==> src/fetch_sync_params.svh <==
`ifndef FETCH_SYNC_PARAMS_SVH
`define FETCH_SYNC_PARAMS_SVH

// register byte offsets on the apb side
`define REG_CTRL_OFS      8'h00
`define REG_STATUS_OFS    8'h04
`define REG_STALLS_OFS    8'h08

// control register fields
`define CTRL_ENABLE_BIT   0
`define CTRL_KILLCLR_BIT  1
`define CTRL_RESET        1'h1

// status register fields
`define ST_FLAG_BIT       0
`define ST_FLAG_VALID_BIT 1
`define ST_LOCK_BIT       2
`define ST_LOCK_SRC_BIT   3
`define ST_KILL_BIT       4
`define ST_TEX_CNT_LSB    8
`define ST_WR_CNT_LSB     16

// ieee single fields
`define FP_SIGN_BIT       31
`define FP_EXP_MSB        30
`define FP_EXP_LSB        23
`define FP_ONE            32'h3f800000

`endif

==> src/fetch_sync_pkg.sv <==
package fetch_sync_pkg;

   typedef enum logic [1:0] {
      CLASS_ALU  = 2'b00,
      CLASS_TEX  = 2'b01,
      CLASS_FLOW = 2'b10,
      CLASS_OUT  = 2'b11
   } inst_class_e;

   typedef enum logic [2:0] {
      FETCH_OP_IDLE              = 3'b000,
      FETCH_OP_SAMPLE            = 3'b001,
      FETCH_OP_DISCARD_NEGATIVE  = 3'b010,
      FETCH_OP_SAMPLE_PROJECTIVE = 3'b011,
      FETCH_OP_DIRECT_READ       = 3'b100
   } fetch_op_e;

   typedef enum logic [1:0] {
      CMP_IS_ZERO        = 2'b00,
      CMP_IS_NEGATIVE    = 2'b01,
      CMP_IS_NONNEGATIVE = 2'b10,
      CMP_IS_NONZERO     = 2'b11
   } cmp_op_e;

   typedef enum logic [2:0] {
      PRED_NONE = 3'b000,
      PRED_RGBA = 3'b001,
      PRED_RRRR = 3'b010,
      PRED_GGGG = 3'b011,
      PRED_BBBB = 3'b100,
      PRED_AAAA = 3'b101
   } pred_sel_e;

   typedef enum logic {
      LOCK_BY_FETCH = 1'b0,
      LOCK_BY_WRITE = 1'b1
   } lock_src_e;

endpackage

==> src/shader_fetch_sync.sv <==
`include "fetch_sync_params.svh"
// Contract
// (RL1) condition flag holds across instructions that do not write it
// (RL2) flow-control instruction consumes the flag once, then invalidates it
// (RL3) flag is one bit from red or alpha channel by select field
// (RL4) compare op tests zero, negative, non-negative or non-zero
// (RL5) flag updates only when the flag write enable bit is set
// (RL6) comparison uses the value after clamping
// (RL7) denormal inputs compare as zero
// (RL8) fetch decodes dest, one to three sources, sampler, op, control bits
// (RL9) loop index optionally added to source and destination addresses
// (RL10) swizzles pass through; they select channels only, sources are temps
// (RL11) colour and opacity masks gated by their own predicate fields
// (RL12) coords scaled by texture size unless prescaled bit set
// (RL13) idle op issues nothing yet may still take the lock
// (RL14) sample reads sources, writes dest; projective divides by q
// (RL15) discard op disables processor if any unmasked component below zero
// (RL16) direct read fetches data stored by earlier scatter writes
// (RL17) take bit holds the lock until fetched data is written back
// (RL18) stall bit waits while lock held; no added delay when free
// (RL19) one lock at a time; take implies wait, wait comes first
// (RL20) fetch lock released once that and all earlier lookups finish
// (RL21) write lock released once that and all earlier writes finish
// (RL22) program must end with stall bit set, never holding the lock
// (RL23) lock is one held flag set at issue, cleared on completion; here a count of owed completions, held while nonzero
module shader_fetch_sync
   import fetch_sync_pkg::*;
#(
   parameter int REG_W = 7,
   parameter int CNT_W = 4
) (
   // clock and reset
   input  wire logic               pclk,
   input  wire logic               presetn,
   // apb slave
   input  wire logic               psel,
   input  wire logic               penable,
   input  wire logic               pwrite,
   input  wire logic [7:0]         paddr,
   input  wire logic [31:0]        pwdata,
   output logic                    pready,
   output logic [31:0]             prdata,
   output logic                    pslverr,
   // instruction from the sequencer, held until taken
   input  wire logic               inst_valid,
   output logic                    inst_ready,
   input  wire logic [1:0]         inst_class,
   input  wire logic               fetch_lock_stall,
   input  wire logic               fetch_lock_take,
   // alu result and flag controls
   input  wire logic [31:0]        result_red,
   input  wire logic [31:0]        result_alpha,
   input  wire logic               result_clamp,
   input  wire logic               cond_flag_sel_alpha,
   input  wire logic [1:0]         cond_flag_compare_op,
   input  wire logic               cond_flag_write_enable,
   // texture instruction fields
   input  wire logic [2:0]         fetch_op,
   input  wire logic [REG_W-1:0]   fetch_dest_reg,
   input  wire logic [REG_W-1:0]   fetch_source_reg0,
   input  wire logic [REG_W-1:0]   fetch_source_reg1,
   input  wire logic [REG_W-1:0]   fetch_source_reg2,
   input  wire logic [1:0]         fetch_source_count,
   input  wire logic [3:0]         sampler_id,
   input  wire logic               coords_prescaled,
   input  wire logic               dest_add_loop,
   input  wire logic               source_add_loop,
   input  wire logic [REG_W-1:0]   loop_index_var,
   input  wire logic [7:0]         source_swizzle,
   input  wire logic [7:0]         result_swizzle,
   input  wire logic [2:0]         colour_write_mask,
   input  wire logic               opacity_write_mask,
   input  wire logic [2:0]         colour_predicate_select,
   input  wire logic               colour_predicate_invert,
   input  wire logic [2:0]         opacity_predicate_select,
   input  wire logic               opacity_predicate_invert,
   input  wire logic [3:0]         predicate_bits,
   input  wire logic [127:0]       discard_source_data,
   // flag toward flow control
   output logic                    branch_cond,
   output logic                    branch_cond_valid,
   // fetch unit request and completion
   output logic                    fetch_req_valid,
   input  wire logic               fetch_req_ready,
   output logic [2:0]              fetch_req_op,
   output logic [REG_W-1:0]        fetch_req_dest,
   output logic [REG_W-1:0]        fetch_req_src0,
   output logic [REG_W-1:0]        fetch_req_src1,
   output logic [REG_W-1:0]        fetch_req_src2,
   output logic [1:0]              fetch_req_src_count,
   output logic [3:0]              fetch_req_sampler,
   output logic                    fetch_req_scale,
   output logic                    fetch_req_project,
   output logic [7:0]              fetch_req_src_swizzle,
   output logic [7:0]              fetch_req_res_swizzle,
   output logic [2:0]              fetch_req_colour_mask,
   output logic                    fetch_req_opacity_mask,
   input  wire logic               fetch_done,
   // scatter write path
   output logic                    direct_scatter_write,
   input  wire logic               scatter_write_ready,
   input  wire logic               scatter_write_done,
   // processor disable
   output logic                    processor_disable
);

   // registered outputs
   logic               ready_q, flag_q, flag_valid_q, br_q, br_valid_q;
   logic               req_valid_q, scatter_q, kill_q, ctrl_en_q;
   logic [CNT_W-1:0]   tex_cnt_q, wr_cnt_q, lock_cnt_q;
   lock_src_e          lock_src_q;
   logic [31:0]        stall_cnt_q;
   logic               pready_q, pslverr_q;
   logic [31:0]        prdata_q;

   // handshake and decode
   logic               take, lock_held, want_lock, go, lookup;
   logic               is_alu, is_tex, is_flow, is_out;
   assign take      = inst_valid && ready_q;
   assign is_alu    = inst_class == CLASS_ALU;
   assign is_tex    = inst_class == CLASS_TEX;
   assign is_flow   = inst_class == CLASS_FLOW;
   assign is_out    = inst_class == CLASS_OUT;
   assign lock_held = lock_cnt_q != '0;
   assign lookup    = is_tex && (fetch_op == FETCH_OP_SAMPLE ||
                      fetch_op == FETCH_OP_SAMPLE_PROJECTIVE ||
                      fetch_op == FETCH_OP_DIRECT_READ);
   // a take without the stall bit still waits, so two locks never overlap
   assign want_lock = fetch_lock_stall || fetch_lock_take; // RL19
   assign go = ctrl_en_q && !(want_lock && lock_held) && // RL18
               !(is_tex && req_valid_q) && !(is_out && scatter_q);

   // ready is offered one cycle after the held request can go;
   // costs one cycle per instruction but keeps inst_ready a flop
   always_ff @(posedge pclk or negedge presetn) begin
      if (!presetn) begin
         ready_q <= 1'b0;
      end else begin
         ready_q <= inst_valid && go && !ready_q; // RL18
      end
   end

   // condition source: channel select, clamp, denormal flush
   logic [31:0] chan;
   logic        raw_zero, raw_neg, c_zero, c_neg, cmp_hit;
   always_comb begin
      chan     = cond_flag_sel_alpha ? result_alpha : result_red; // RL3
      // exponent zero covers both zeros and every denormal
      raw_zero = chan[`FP_EXP_MSB:`FP_EXP_LSB] == '0; // RL7
      raw_neg  = chan[`FP_SIGN_BIT] && !raw_zero;
      // clamp to [0,1] folds negatives into zero; upper bound stays nonzero
      c_neg    = raw_neg && !result_clamp; // RL6
      c_zero   = raw_zero || (raw_neg && result_clamp); // RL6
      unique case (cmp_op_e'(cond_flag_compare_op)) // RL4
         CMP_IS_ZERO:        cmp_hit = c_zero;
         CMP_IS_NEGATIVE:    cmp_hit = c_neg;
         CMP_IS_NONNEGATIVE: cmp_hit = !c_neg;
         CMP_IS_NONZERO:     cmp_hit = !c_zero;
      endcase
   end

   // condition flag: written by alu, consumed and dropped by flow control
   always_ff @(posedge pclk or negedge presetn) begin
      if (!presetn) begin
         flag_q       <= 1'b0;
         flag_valid_q <= 1'b0;
         br_q         <= 1'b0;
         br_valid_q   <= 1'b0;
      end else begin
         br_valid_q <= take && is_flow; // RL2
         if (take && is_flow) begin
            br_q         <= flag_q && flag_valid_q; // RL2
            flag_valid_q <= 1'b0; // RL2
         end else if (take && is_alu && cond_flag_write_enable) begin // RL5
            flag_q       <= cmp_hit;
            flag_valid_q <= 1'b1;
         end // RL1
      end
   end

   // predicate expansion, bit order r g b a
   function automatic logic [3:0] pred_vec(input logic [2:0] sel,
                                           input logic       inv,
                                           input logic [3:0] p);
      logic [3:0] v;
      v = 4'hf;
      unique case (sel)
         PRED_NONE: v = 4'hf;
         PRED_RGBA: v = p ^ {4{inv}};
         PRED_RRRR: v = {4{p[0] ^ inv}};
         PRED_GGGG: v = {4{p[1] ^ inv}};
         PRED_BBBB: v = {4{p[2] ^ inv}};
         PRED_AAAA: v = {4{p[3] ^ inv}};
         default:   v = 4'hf;
      endcase
      return v;
   endfunction

   logic [3:0] colour_pv, opacity_pv, eff_mask, below_zero;
   assign colour_pv  = pred_vec(colour_predicate_select,
                                colour_predicate_invert, predicate_bits);
   assign opacity_pv = pred_vec(opacity_predicate_select,
                                opacity_predicate_invert, predicate_bits);
   assign eff_mask   = {opacity_write_mask & opacity_pv[3], // RL11
                        colour_write_mask & colour_pv[2:0]}; // RL11

   // discard test per component; source swizzle deliberately unused here
   for (genvar i = 0; i < 4; i++) begin : g_below
      assign below_zero[i] = discard_source_data[32*i+31] &&
                             discard_source_data[32*i +: 31] != '0 &&
                             eff_mask[i]; // RL15
   end

   // relative addressing
   logic [REG_W-1:0] src_ofs, dst_ofs;
   assign src_ofs = source_add_loop ? loop_index_var : '0; // RL9
   assign dst_ofs = dest_add_loop ? loop_index_var : '0; // RL9

   // fetch request register, held until the fetch unit accepts it
   always_ff @(posedge pclk or negedge presetn) begin
      if (!presetn) begin
         req_valid_q            <= 1'b0;
         fetch_req_op           <= '0;
         fetch_req_dest         <= '0;
         fetch_req_src0         <= '0;
         fetch_req_src1         <= '0;
         fetch_req_src2         <= '0;
         fetch_req_src_count    <= '0;
         fetch_req_sampler      <= '0;
         fetch_req_scale        <= 1'b0;
         fetch_req_project      <= 1'b0;
         fetch_req_src_swizzle  <= '0;
         fetch_req_res_swizzle  <= '0;
         fetch_req_colour_mask  <= '0;
         fetch_req_opacity_mask <= 1'b0;
      end else if (take && lookup) begin // RL14 RL16
         req_valid_q            <= 1'b1;
         fetch_req_op           <= fetch_op; // RL8
         fetch_req_dest         <= REG_W'(fetch_dest_reg + dst_ofs); // RL9
         fetch_req_src0         <= REG_W'(fetch_source_reg0 + src_ofs);
         fetch_req_src1         <= REG_W'(fetch_source_reg1 + src_ofs);
         fetch_req_src2         <= REG_W'(fetch_source_reg2 + src_ofs);
         fetch_req_src_count    <= fetch_source_count; // RL8
         fetch_req_sampler      <= sampler_id; // RL8
         fetch_req_scale        <= !coords_prescaled; // RL12
         fetch_req_project      <= fetch_op == FETCH_OP_SAMPLE_PROJECTIVE;
         // two-bit fields can only name r g b a, never a constant
         fetch_req_src_swizzle  <= source_swizzle; // RL10
         fetch_req_res_swizzle  <= result_swizzle; // RL10
         fetch_req_colour_mask  <= eff_mask[2:0]; // RL11
         fetch_req_opacity_mask <= eff_mask[3]; // RL11
      end else if (fetch_req_ready) begin
         req_valid_q <= 1'b0;
      end
   end

   // scatter write issue, held until the write path accepts it
   always_ff @(posedge pclk or negedge presetn) begin
      if (!presetn) begin
         scatter_q <= 1'b0;
      end else if (take && is_out) begin
         scatter_q <= 1'b1;
      end else if (scatter_write_ready) begin
         scatter_q <= 1'b0;
      end
   end

   // in-order completion counters for lookups and scatter writes
   always_ff @(posedge pclk or negedge presetn) begin
      if (!presetn) begin
         tex_cnt_q <= '0;
         wr_cnt_q  <= '0;
      end else begin
         tex_cnt_q <= CNT_W'(tex_cnt_q + CNT_W'(take && lookup)
                      - CNT_W'(fetch_done));
         wr_cnt_q  <= CNT_W'(wr_cnt_q + CNT_W'(take && is_out)
                      - CNT_W'(scatter_write_done));
      end
   end

   // lock: nonzero count means held; the count is the completions still
   // owed by this and every earlier operation of the same kind
   logic [CNT_W-1:0] lock_new;
   always_comb begin
      if (is_out) begin
         lock_new = CNT_W'(wr_cnt_q + 1'b1 - CNT_W'(scatter_write_done));
      end else if (lookup) begin
         lock_new = CNT_W'(tex_cnt_q + 1'b1 - CNT_W'(fetch_done)); // RL17
      end else begin
         // idle or discard: waits only on lookups already in flight
         lock_new = CNT_W'(tex_cnt_q - CNT_W'(fetch_done)); // RL13
      end
   end

   always_ff @(posedge pclk or negedge presetn) begin
      if (!presetn) begin
         lock_cnt_q <= '0;
         lock_src_q <= LOCK_BY_FETCH;
      end else if (take && fetch_lock_take && (is_tex || is_out)) begin
         lock_cnt_q <= lock_new; // RL23
         lock_src_q <= is_out ? LOCK_BY_WRITE : LOCK_BY_FETCH;
      end else if (lock_held && lock_src_q == LOCK_BY_FETCH && fetch_done) begin
         lock_cnt_q <= CNT_W'(lock_cnt_q - 1'b1); // RL20
      end else if (lock_held && lock_src_q == LOCK_BY_WRITE &&
                   scatter_write_done) begin
         lock_cnt_q <= CNT_W'(lock_cnt_q - 1'b1); // RL21
      end
   end

   // sticky processor disable; a kill in the clearing cycle wins
   logic kill_clr;
   assign kill_clr = psel && penable && pready_q && pwrite &&
                     paddr == `REG_CTRL_OFS && pwdata[`CTRL_KILLCLR_BIT];
   always_ff @(posedge pclk or negedge presetn) begin
      if (!presetn) begin
         kill_q <= 1'b0;
      end else if (take && is_tex && fetch_op == FETCH_OP_DISCARD_NEGATIVE
                   && below_zero != '0) begin
         kill_q <= 1'b1; // RL15
      end else if (kill_clr) begin
         kill_q <= 1'b0;
      end
   end

   // cycles a stalling instruction sat behind the lock
   always_ff @(posedge pclk or negedge presetn) begin
      if (!presetn) begin
         stall_cnt_q <= '0;
      end else if (inst_valid && want_lock && lock_held) begin
         stall_cnt_q <= stall_cnt_q + 32'h1;
      end
   end

   // apb: one wait state, so read data and errors come from flops
   logic [31:0] rdata;
   logic        mapped;
   always_comb begin
      rdata  = '0;
      mapped = 1'b1;
      unique case (paddr)
         `REG_CTRL_OFS: rdata[`CTRL_ENABLE_BIT] = ctrl_en_q;
         `REG_STATUS_OFS: begin
            rdata[`ST_FLAG_BIT]       = flag_q;
            rdata[`ST_FLAG_VALID_BIT] = flag_valid_q;
            rdata[`ST_LOCK_BIT]       = lock_held;
            rdata[`ST_LOCK_SRC_BIT]   = lock_src_q;
            rdata[`ST_KILL_BIT]       = kill_q;
            rdata[`ST_TEX_CNT_LSB +: CNT_W] = tex_cnt_q;
            rdata[`ST_WR_CNT_LSB +: CNT_W]  = wr_cnt_q;
         end
         `REG_STALLS_OFS: rdata = stall_cnt_q;
         default: mapped = 1'b0;
      endcase
   end

   always_ff @(posedge pclk or negedge presetn) begin
      if (!presetn) begin
         pready_q  <= 1'b0;
         prdata_q  <= '0;
         pslverr_q <= 1'b0;
      end else begin
         pready_q <= psel && penable && !pready_q;
         if (psel && penable && !pready_q) begin
            prdata_q  <= pwrite ? 32'h0 : rdata;
            pslverr_q <= !mapped;
         end else begin
            prdata_q  <= '0;
            pslverr_q <= 1'b0;
         end
      end
   end

   // software enable gates instruction acceptance
   always_ff @(posedge pclk or negedge presetn) begin
      if (!presetn) begin
         ctrl_en_q <= `CTRL_RESET;
      end else if (psel && penable && pready_q && pwrite &&
                   paddr == `REG_CTRL_OFS) begin
         ctrl_en_q <= pwdata[`CTRL_ENABLE_BIT];
      end
   end

   // output wiring, all straight from flops
   assign pready               = pready_q;
   assign prdata               = prdata_q;
   assign pslverr              = pslverr_q;
   assign inst_ready           = ready_q;
   assign branch_cond          = br_q;
   assign branch_cond_valid    = br_valid_q;
   assign fetch_req_valid      = req_valid_q;
   assign direct_scatter_write = scatter_q;
   assign processor_disable    = kill_q;
endmodule

==> config.mk <==
export PLATFORM = sky130hd
export DESIGN_NAME = shader_fetch_sync
export DESIGN_NICKNAME = d
export VERILOG_FILES = /design/src/fetch_sync_pkg.sv /design/src/shader_fetch_sync.sv
export VERILOG_INCLUDE_DIRS = /design/src /design/src/src
export SDC_FILE = /design/constraint.sdc
export NUM_CORES = 1
export LEC_CHECK = 0
export ABC_AREA = 1
export BUFFER_PORTS_ARGS = -buffer_cell sky130_fd_sc_hd__buf_2
export CAP_MARGIN = 40
export CORE_AREA = 5 5 163 165
export CTS_CLUSTER_DIAMETER = 40
export DETAILED_ROUTE_END_ITERATION = 8
export DIE_AREA = 0 0 168 170
export PLACE_DENSITY = 0.61
export SLEW_MARGIN = 15
export SYNTH_ARGS = -nofsm -noshare
export SYNTH_HDL_FRONTEND = slang
export SYNTH_SLANG_ARGS = --single-unit
==> constraint.sdc <==
create_clock -name pclk -period 5.4 [get_ports pclk]
set_clock_uncertainty 0.1 [all_clocks]
set_input_delay 1.08 -clock pclk [delete_from_list [all_inputs] [get_ports pclk]]
set_output_delay 1.08 -clock pclk [all_outputs]
set_load 0.01 [all_outputs]
==> results of run 1 <==
[layer usage]
layer / global-route usage / vias to the layer above
met5: 0 / -
met4: 0.0469 / 2
met3: 0.0560 / 27
met2: 0.305 / 226
met1: 0.251 / 3811
li1: - / 4237
[final cells by class]
| class | count | share of cell area |
|---|---|---|
| tap | 330 | 0.0366 |
| multi-input combinational | 832 | 0.381 |
| inverter | 121 | 0.0403 |
| antenna | 2 | 0.000444 |
| clock inverter | 14 | 0.0137 |
| sequential | 147 | 0.326 |
| timing repair buffer | 358 | 0.164 |
| clock buffer | 18 | 0.0381 |
[where the power goes]
| part | internal, W | total [W] | switching [W] | leakage, nW |
|---|---|---|---|---|
| combinational | 0.000300 | 0.000681 | 0.000380 | 3.95 |
| sequential | 0.00120 | 0.00130 | 0.000108 | 1.97 |
| clock | 0.000688 | 0.00119 | 0.000502 | 0.283 |
| total | 0.00218 | 0.00317 | 0.000990 | 6.20 |
[cells by family after synthesis]
group	synth area share
flip-flops	0.431
XOR/XNOR	0.0595
adder cells (fa/ha/maj)	0.0770
buffers and inverters	0.0669
multiplexers	0.00132
AND/OR/NAND/NOR	0.297
AO/OA/AOI/OAI	0.0678
[worst max path at each step]
stage	start	end	slack (ns)	depth (start not counted)
finish	source_add_loop	fetch_req_src1[6]	2.69	13
global route	source_add_loop	fetch_req_src1[6]	2.50	13
CTS	source_add_loop	fetch_req_src1[6]	2.73	13
detailed placement	source_add_loop	fetch_req_src1[6]	2.28	13
global placement	paddr[7]	prdata[9]	2.06	8
floorplan	inst_class[1]	tex_cnt_q[2]	2.30	14
[sequential cells by signal, indices dropped and copies added (netlist names), 2 cells and up]
signal,cells
fetch_req_src_count,2
fetch_req_src_swizzle,8
fetch_req_colour_mask,3
fetch_req_dest,7
fetch_req_res_swizzle,8
fetch_req_src0,7
tex_cnt_q,4
fetch_req_src1,7
prdata,32
lock_cnt_q,4
fetch_req_sampler,4
fetch_req_op,3
stall_cnt_q,32
wr_cnt_q,4
fetch_req_src2,7
[metrics by stage]
step           instance area [um2]  hold slack, ns  power (W)  instances
6_report                     11300           0.369    0.00317       1822
5_1_grt                      11300           0.389    0.00338       1821
4_1_cts                      11300           0.374    0.00321       1820
3_5_place_dp                 10700           0.357    0.00201       1788
3_3_place_gp                 10600           0.350    0.00199       1785
2_1_floorplan                 8540           0.363    0.00175       1120
[cell usage in the layout (no fill, tap or decap), types with 5 or more instances in the layout]
| master | instances |
|---|---|
| sky130_fd_sc_hd__clkbuf_16 | 17 |
| sky130_fd_sc_hd__xor2_1 | 48 |
| sky130_fd_sc_hd__o21ai_0 | 48 |
| sky130_fd_sc_hd__nor3_2 | 7 |
| sky130_fd_sc_hd__nand2_2 | 5 |
| sky130_fd_sc_hd__a21oi_1 | 41 |
| sky130_fd_sc_hd__xnor2_1 | 10 |
| sky130_fd_sc_hd__fa_1 | 6 |
| sky130_fd_sc_hd__ha_1 | 43 |
| sky130_fd_sc_hd__inv_1 | 117 |
| sky130_fd_sc_hd__nor2_1 | 147 |
| sky130_fd_sc_hd__nand2_1 | 372 |
| sky130_fd_sc_hd__buf_2 | 351 |
| sky130_fd_sc_hd__nor3_1 | 36 |
| sky130_fd_sc_hd__dfrtp_1 | 146 |
| sky130_fd_sc_hd__nand4_1 | 13 |
| sky130_fd_sc_hd__o21ai_1 | 14 |
| sky130_fd_sc_hd__nand3_1 | 23 |
[cells in the mapped netlist, types with 2 or more instances]
master and n:
sky130_fd_sc_hd__nand2_1 372, sky130_fd_sc_hd__o21ai_1 14, sky130_fd_sc_hd__ha_1 43, sky130_fd_sc_hd__inv_2 4, sky130_fd_sc_hd__nor3_1 36, sky130_fd_sc_hd__xnor2_1 10
sky130_fd_sc_hd__nand4_1 13, sky130_fd_sc_hd__a21oi_1 41, sky130_fd_sc_hd__buf_6 4, sky130_fd_sc_hd__nor3_2 7, sky130_fd_sc_hd__clkbuf_1 6, sky130_fd_sc_hd__dfrtp_1 146
sky130_fd_sc_hd__nand2_2 5, sky130_fd_sc_hd__nand3_1 23, sky130_fd_sc_hd__nor2_4 4, sky130_fd_sc_hd__inv_1 117, sky130_fd_sc_hd__xor2_1 48, sky130_fd_sc_hd__buf_2 10
sky130_fd_sc_hd__fa_1 6, sky130_fd_sc_hd__nor2_1 147, sky130_fd_sc_hd__o21ai_0 48, sky130_fd_sc_hd__o211ai_1 2
[critical path: stages]
cell	delay, ns
sky130_fd_sc_hd__buf_2	0.14
sky130_fd_sc_hd__nand2_1	0.08
sky130_fd_sc_hd__inv_1	0.10
sky130_fd_sc_hd__ha_1	0.21
sky130_fd_sc_hd__inv_1	0.07
sky130_fd_sc_hd__fa_1	0.40
sky130_fd_sc_hd__o21ai_0	0.26
sky130_fd_sc_hd__nand2_1	0.10
sky130_fd_sc_hd__nand2_1	0.08
sky130_fd_sc_hd__a21oi_1	0.11
sky130_fd_sc_hd__xor2_1	0.16
sky130_fd_sc_hd__nand2_1	0.07
sky130_fd_sc_hd__nand2_1	0.05
==> out/qor.tcl, run 1 <==
set qor(status) {complete, no violations}
set qor(rr_worst_depth) 11
set qor(met3WireLength_mm) 1.88
set qor(flow.area_growth_from_synthesis_pct) 32.0
set qor(drt-vias-per-instance) 4.56
set qor(numClockSinks) 147
set qor(synth.area.top_cells) {sky130_fd_sc_hd__dfrtp_1, sky130_fd_sc_hd__nand2_1, sky130_fd_sc_hd__nor2_1}
set qor(min_path_cells) 2
set qor(clk_root_buffer_cell) {sky130_fd_sc_hd__clkbuf_16}
set qor(seq_area_um2) 3680
set qor(min-delay-path-class) {reg -> reg}
set qor(flop_and_latch_count_out_of_synthesis) 147
set qor(met2_wl_mm) 12.8
set qor(start_kind) {primary input}
set qor(vias) 8303
set qor(drt-initial-drc-count) 390
set qor(placement.io_buffers) 352
set qor(area_fraction_of_the_dominant_cell_type_after_synthesis) 0.428
set qor(die-width_um) 168
set qor(die_y_um) 170
set qor(regToRegSetupSlack_ns) 3.25
set qor(cts_inserted_buffers) 17
set qor(pwr_density_cell_nw_per_um2) 281
set qor(synth_edf_count) 0
set qor(setup_tns_ns) 0
set qor(clock.fmax_mhz) 369
set qor(syn_area_per_cell_um2) 7.63
set qor(cts.htree.levels) 4
set qor(timing.critical_path.required_ns) 5.62
set qor(design.portCount) 429
set qor(resized_gates_after_cts) 0
set qor(path_clk_slew_ns) 0.07
set qor(wl_per_cell_um) 14.9
set qor(synth.yosys.warnings) 0
set qor(via_count_of_the_first_global_routing_pass) 8271
set qor(synth_top_cell_by_area) {sky130_fd_sc_hd__dfrtp_1}
set qor(fillers) 2522
set qor(grt_max_degree) 77
set qor(path_max_fanout) 7
set qor(final-hold-violation-count) 0
set qor(cts_buffer_depth) 2
set qor(global_route.usage.total) 0.189
set qor(finalCoreUtilization) 0.453
set qor(setup_slack_ns) 2.69
set qor(netlist_instances) 1120
set qor(finalWirelength_mm) 27.2
set qor(grt_setup_unrepaired) {false}
set qor(timing_worst_setup_path_type) {in -> reg}
set qor(leakage_nw) 6.20
set qor(max-cap-violations) 0
set qor(clock_insertion_delay_worst_skew_ns) 0.43
set qor(multi_input_gate_area_in_the_final_layout_um2) 4290
set qor(worst_slew_margin_rel) 0.508
set qor(layout_cell_share_with_drive_strength_beyond_1) 0.279
set qor(cts_setup_buffers) 0
set qor(overflow) 0
set qor(routedLengthMet1_mm) 12.1
set qor(post_synthesis_instance_area_um2) 8540
set qor(share_of_the_yosys_chip_area_belonging_to_registers) 0.431
set qor(critical_register_to_register_path_endpoint) {stall_cnt_q[12]}
set qor(fin_crit_ns) 2.71
set qor(ys_dominant_reg_cell) {sky130_fd_sc_hd__dfrtp_1}
set qor(vdd.ir_drop.worst_mv) 0.188
set qor(async_flop_share) 1.00
set qor(cts_hold_buf) 0
set qor(worst_slew_pin_slew_ns) 0.738
set qor(die-area_um2) 28600
set qor(hpwlAfterDp_mm) 22.3
set qor(synth.lib_cells_used.distinct) 36
set qor(number_of_placement_rows) 58
set qor(holdPathEnd) {fetch_req_res_swizzle[2]}
set qor(crit-reg2reg-launch) {lock_cnt_q[0]}
set qor(synth_fp_nets) 1499
set qor(drt_first_pass_iters) 7
set qor(critPathCaptureType) {register}
set qor(setup_viol) 0
set qor(antenna_violating_nets_post_route) 0
set qor(post_place_worst_slack_ns) 2.28
set qor(timing_max_transition_violations_final) 0
set qor(grt_pass1_wl_mm) 43.2
set qor(count_of_nets_after_finishing) 1856
set qor(highest-signal-layer) {met5}
set qor(final.period_utilization) 0.502
set qor(antenna_violations_before_repair) 2
set qor(placeableCoreArea_um2) 24900
set qor(holdCritStartpoint) {fetch_req_res_swizzle[2]}
set qor(initial_core_util) 0.343
set qor(drc) 0
set qor(place_congestion) 0.918
set qor(tritoncts) {yes}
set qor(critPathArrivalTime_ns) 2.93
No activity file was read; power rests on OpenSTA's default activity.
==> run 2: changes to the inputs <==
--- a/config.mk
+++ b/config.mk
@@ -6,14 +6,14 @@
 export SDC_FILE = /design/constraint.sdc
 export NUM_CORES = 1
 export LEC_CHECK = 0
-export ABC_AREA = 1
+export ABC_AREA = 0
 export BUFFER_PORTS_ARGS = -buffer_cell sky130_fd_sc_hd__buf_2
 export CAP_MARGIN = 40
 export CORE_AREA = 5 5 163 165
 export CTS_CLUSTER_DIAMETER = 40
 export DETAILED_ROUTE_END_ITERATION = 8
 export DIE_AREA = 0 0 168 170
-export PLACE_DENSITY = 0.61
+export PLACE_DENSITY = 0.58
 export SLEW_MARGIN = 15
 export SYNTH_ARGS = -nofsm -noshare
 export SYNTH_HDL_FRONTEND = slang
==> constraint.sdc (replaced) <==
create_clock -name pclk -period 2.6 [get_ports pclk]
set_clock_uncertainty 0.1 [all_clocks]
set_input_delay 0.52 -clock pclk [delete_from_list [all_inputs] [get_ports pclk]]
set_output_delay 0.52 -clock pclk [all_outputs]
set_load 0.01 [all_outputs]
==> run 2 against run 1 <==
Against the previous run: critical path depth is 5 lower; final area decreased by 5.6%; routed wire length is 12% lower; register-to-register slack lost 2.9 ns; cell count shrank 16%; synthesized cell count is 28% lower; largest cell class unchanged; non-clock buffer count increased by 22.
==> out/qor.tcl, run 2 <==
set qor(vias) 7010 ;# was 8303
set qor(final.period_utilization) 0.876
set qor(path_max_fanout) 5 ;# was 7
set qor(wl_per_cell_um) 15.8 ;# was 14.9 um
set qor(dp_cells) 1492 ;# was 1788
set qor(hpwlAfterDp_mm) 19.5 ;# was 22.3 mm
set qor(drt_first_pass_iters) 5 ;# was 7
set qor(cts_inserted_buffers) 17 ;# unchanged
set qor(async_flop_share) 1.00 ;# unchanged
set qor(design.portCount) 429 ;# unchanged
set qor(timing.critical_path.required_ns) 2.81 ;# was 5.62 ns
set qor(placeableCoreArea_um2) 24900 ;# unchanged
set qor(count_of_nets_after_finishing) 1562 ;# was 1856
set qor(synth_edf_count) 0 ;# unchanged
set qor(grt_pass1_wl_mm) 38.5 ;# was 43.2 mm
set qor(most_common_cell_after_layout_fill_and_taps_aside) {sky130_fd_sc_hd__buf_2} ;# was sky130_fd_sc_hd__nand2_1
set qor(grt_max_degree) 90 ;# was 77
set qor(post_place_worst_slack_ns) -0.134 ;# was 2.28 ns
set qor(most-common-layout-cells) {sky130_fd_sc_hd__buf_2, sky130_fd_sc_hd__nand2_1, sky130_fd_sc_hd__dfrtp_1} ;# was sky130_fd_sc_hd__nand2_1, sky130_fd_sc_hd__buf_2, sky130_fd_sc_hd__nor2_1
set qor(flop_and_latch_count_out_of_synthesis) 147 ;# unchanged
set qor(area_fraction_of_the_dominant_cell_type_after_synthesis) 0.474 ;# was 0.428
set qor(share_of_the_yosys_chip_area_belonging_to_registers) 0.477 ;# was 0.431
set qor(global_route.usage.total) 0.169 ;# was 0.189
set qor(drc) 0 ;# unchanged
set qor(setup_slack_ns) 0.324 ;# was 2.69 ns
set qor(fillers) 2524 ;# was 2522
set qor(die_y_um) 170 ;# unchanged
set qor(layoutNonFillerInstCount) 1528 ;# was 1822
set qor(critPathArrivalTime_ns) 2.48 ;# was 2.93 ns
set qor(cts.htree.levels) 4 ;# unchanged
set qor(die-area_um2) 28600 ;# unchanged
set qor(antenna_violations_before_repair) 6 ;# was 2
set qor(setup_tns_ns) 0 ;# unchanged
set qor(worst_slew_margin_rel) 0.633 ;# was 0.508
set qor(leakage_nw) 5.69 ;# was 6.20 nW
set qor(die-width_um) 168 ;# unchanged
set qor(status) {complete, no violations} ;# unchanged
set qor(netlist_instances) 807 ;# was 1120
set qor(synth_fp_nets) 1186 ;# was 1499
set qor(place_congestion) 1.01 ;# was 0.918
set qor(max-cap-violations) 0 ;# unchanged
set qor(tritoncts) {yes} ;# unchanged
set qor(grt_setup_unrepaired) {false} ;# unchanged
set qor(number_of_placement_rows) 58 ;# unchanged
set qor(synth.lib_cells_used.distinct) 50 ;# was 36
set qor(drt-initial-drc-count) 366 ;# was 390
set qor(synth_top_cell_by_area) {sky130_fd_sc_hd__dfrtp_1} ;# unchanged
set qor(post_synthesis_instance_area_um2) 7710 ;# was 8540 um2
set qor(vdd.ir_drop.worst_mv) 0.373 ;# was 0.188 mV
set qor(setup_viol) 0 ;# unchanged
set qor(clock_insertion_delay_worst_skew_ns) 0.42 ;# was 0.43 ns
set qor(netlist_top_cells_count) {sky130_fd_sc_hd__nand2_1, sky130_fd_sc_hd__dfrtp_1, sky130_fd_sc_hd__inv_1} ;# was sky130_fd_sc_hd__nand2_1, sky130_fd_sc_hd__nor2_1, sky130_fd_sc_hd__dfrtp_1
set qor(via_count_of_the_first_global_routing_pass) 7165 ;# was 8271
set qor(final-hold-violation-count) 0 ;# unchanged
set qor(synth.most_common_cell) {sky130_fd_sc_hd__nand2_1} ;# unchanged
set qor(layout_cell_share_with_drive_strength_beyond_1) 0.360 ;# was 0.279
set qor(min-delay-path-class) {in -> reg} ;# was reg -> reg
set qor(numClockSinks) 147 ;# unchanged
set qor(synth.yosys.warnings) 0 ;# unchanged
set qor(timing_max_transition_violations_final) 0 ;# unchanged
set qor(syn_area_per_cell_um2) 9.56 ;# was 7.63 um2
set qor(clk_root_buffer_cell) {sky130_fd_sc_hd__clkbuf_16} ;# unchanged
set qor(initial_core_util) 0.310 ;# was 0.343
set qor(post-layout-total-power_w) 0.00634 ;# was 0.00317 W
set qor(worst_slew_pin_slew_ns) 0.546 ;# was 0.738 ns
set qor(overflow) 0 ;# unchanged
set qor(synth.area.top_cells) {sky130_fd_sc_hd__dfrtp_1, sky130_fd_sc_hd__nand2_1, sky130_fd_sc_hd__ha_1} ;# was sky130_fd_sc_hd__dfrtp_1, sky130_fd_sc_hd__nand2_1, sky130_fd_sc_hd__nor2_1
set qor(cts_buffer_depth) 2 ;# unchanged
set qor(antenna_violating_nets_post_route) 0 ;# unchanged
set qor(placement.io_buffers) 352 ;# unchanged
set qor(start_kind) {register} ;# was primary input
set qor(pwr_density_cell_nw_per_um2) 596 ;# was 281 nW/um2
set qor(drt-vias-per-instance) 4.59 ;# was 4.56
set qor(timing_worst_setup_path_type) {reg -> reg} ;# was in -> reg
set qor(fin_crit_ns) 2.28
set qor(critPathCaptureType) {register} ;# unchanged
set qor(clock.fmax_mhz) 439
set qor(finalWirelength_mm) 24.1 ;# was 27.2 mm
set qor(path_clk_slew_ns) 0.06 ;# was 0.07 ns
set qor(flow.area_growth_from_synthesis_pct) 37.9 ;# was 32.0%
set qor(ys_dominant_reg_cell) {sky130_fd_sc_hd__dfrtp_1} ;# unchanged
## run 2: cell count changes in the layout (fill, tap and decap cells not counted), moves of 31 or more
cell	previous run	this run
sky130_fd_sc_hd__nor2_1	147	44
sky130_fd_sc_hd__nand2_1	372	158
sky130_fd_sc_hd__and2_1	0	31
sky130_fd_sc_hd__inv_1	117	49
sky130_fd_sc_hd__nor4_1	1	34
sky130_fd_sc_hd__xnor2_1	10	44
## run 2: worst paths after layout
check                                              start                  endpoint  slack, ns  cells after the start
worst max-delay path                       lock_cnt_q[0]           stall_cnt_q[27]       0.32                      8
worst min-delay path                 scatter_write_ready      direct_scatter_write       0.17                      2
worst max register to register             lock_cnt_q[0]           stall_cnt_q[27]       0.32                      8
worst min register to register  fetch_req_colour_mask[0]  fetch_req_colour_mask[0]       0.36                      2
max in group asynchronous                        presetn         fetch_req_src2[5]       1.16                      3
min in group asynchronous                        presetn                   pslverr       0.49                      2
## run 2: area by class of cell
cell class              instances  area, um2  share of cell area
diodes                          2       5.00            0.000470
clock buffers                  18        429              0.0403
clock inverters                14        145              0.0136
inverters                      50        188              0.0176
multi-input cells             587       3770               0.354
flip-flops and latches        147       3680               0.346
well taps                     330        413              0.0388
repair buffers                380       2010               0.189
## run 2: report_power, final
part / switching (W) / internal, W
clock network: 0.00109 / 0.00135
registers: 0.000193 / 0.00244
logic: 0.000608 / 0.000649
total: 0.00189 / 0.00445
## run 2: per-stage QoR
step / hold slack (ns) / instance area [um2] / utilization
after global placement: 0.348 / 10000 / 0.403
after global routing: 0.154 / 10600 / 0.428
after floorplan: 0.124 / 7730 / -
after detailed placement: 0.351 / 10000 / 0.403
after CTS: 0.146 / 10600 / 0.426
final: 0.174 / 10600 / 0.428
## run 2: cell families (layout without fill, tap and decap cells)
kind of cell             after synthesis  in the layout  share of synthesized area
AND/OR/NAND/NOR                      352            352                      0.224
flip-flops                           147            147                      0.477
AO/OA/AOI/OAI                        104            104                     0.0813
buffers and inverters                 73            462                     0.0365
XOR/XNOR                              69             69                     0.0783
adder cells (fa/ha/maj)               49             49                     0.0853
multiplexers                          13             13                     0.0178
other                                  0              2                          0
## run 2: per-layer routing
layer,vias to the layer above,wire length [um],global-route usage
met5,-,34,0
met4,6,289,0.0413
li1,3515,-,-
met2,224,10800,0.261
met3,26,2130,0.0609
met1,3239,10900,0.228
## run 2: what timing repair did
action	in CTS	in global routing
hold buffers	1	0
resized for setup	0	1
endpoints found under the setup margin	0	3
buffers inserted	0	0
hold endpoints to repair	43	0
## run 2: worst max-delay path, cell delays in order (launching register included)
cell	delay [ns]
sky130_fd_sc_hd__dfrtp_1	0.39
sky130_fd_sc_hd__inv_1	0.06
sky130_fd_sc_hd__ha_1	0.20
sky130_fd_sc_hd__nor3b_2	0.19
sky130_fd_sc_hd__nor4b_2	0.43
sky130_fd_sc_hd__and3_1	0.27
sky130_fd_sc_hd__and4_4	0.26
sky130_fd_sc_hd__nand4_1	0.12
sky130_fd_sc_hd__xnor2_1	0.14
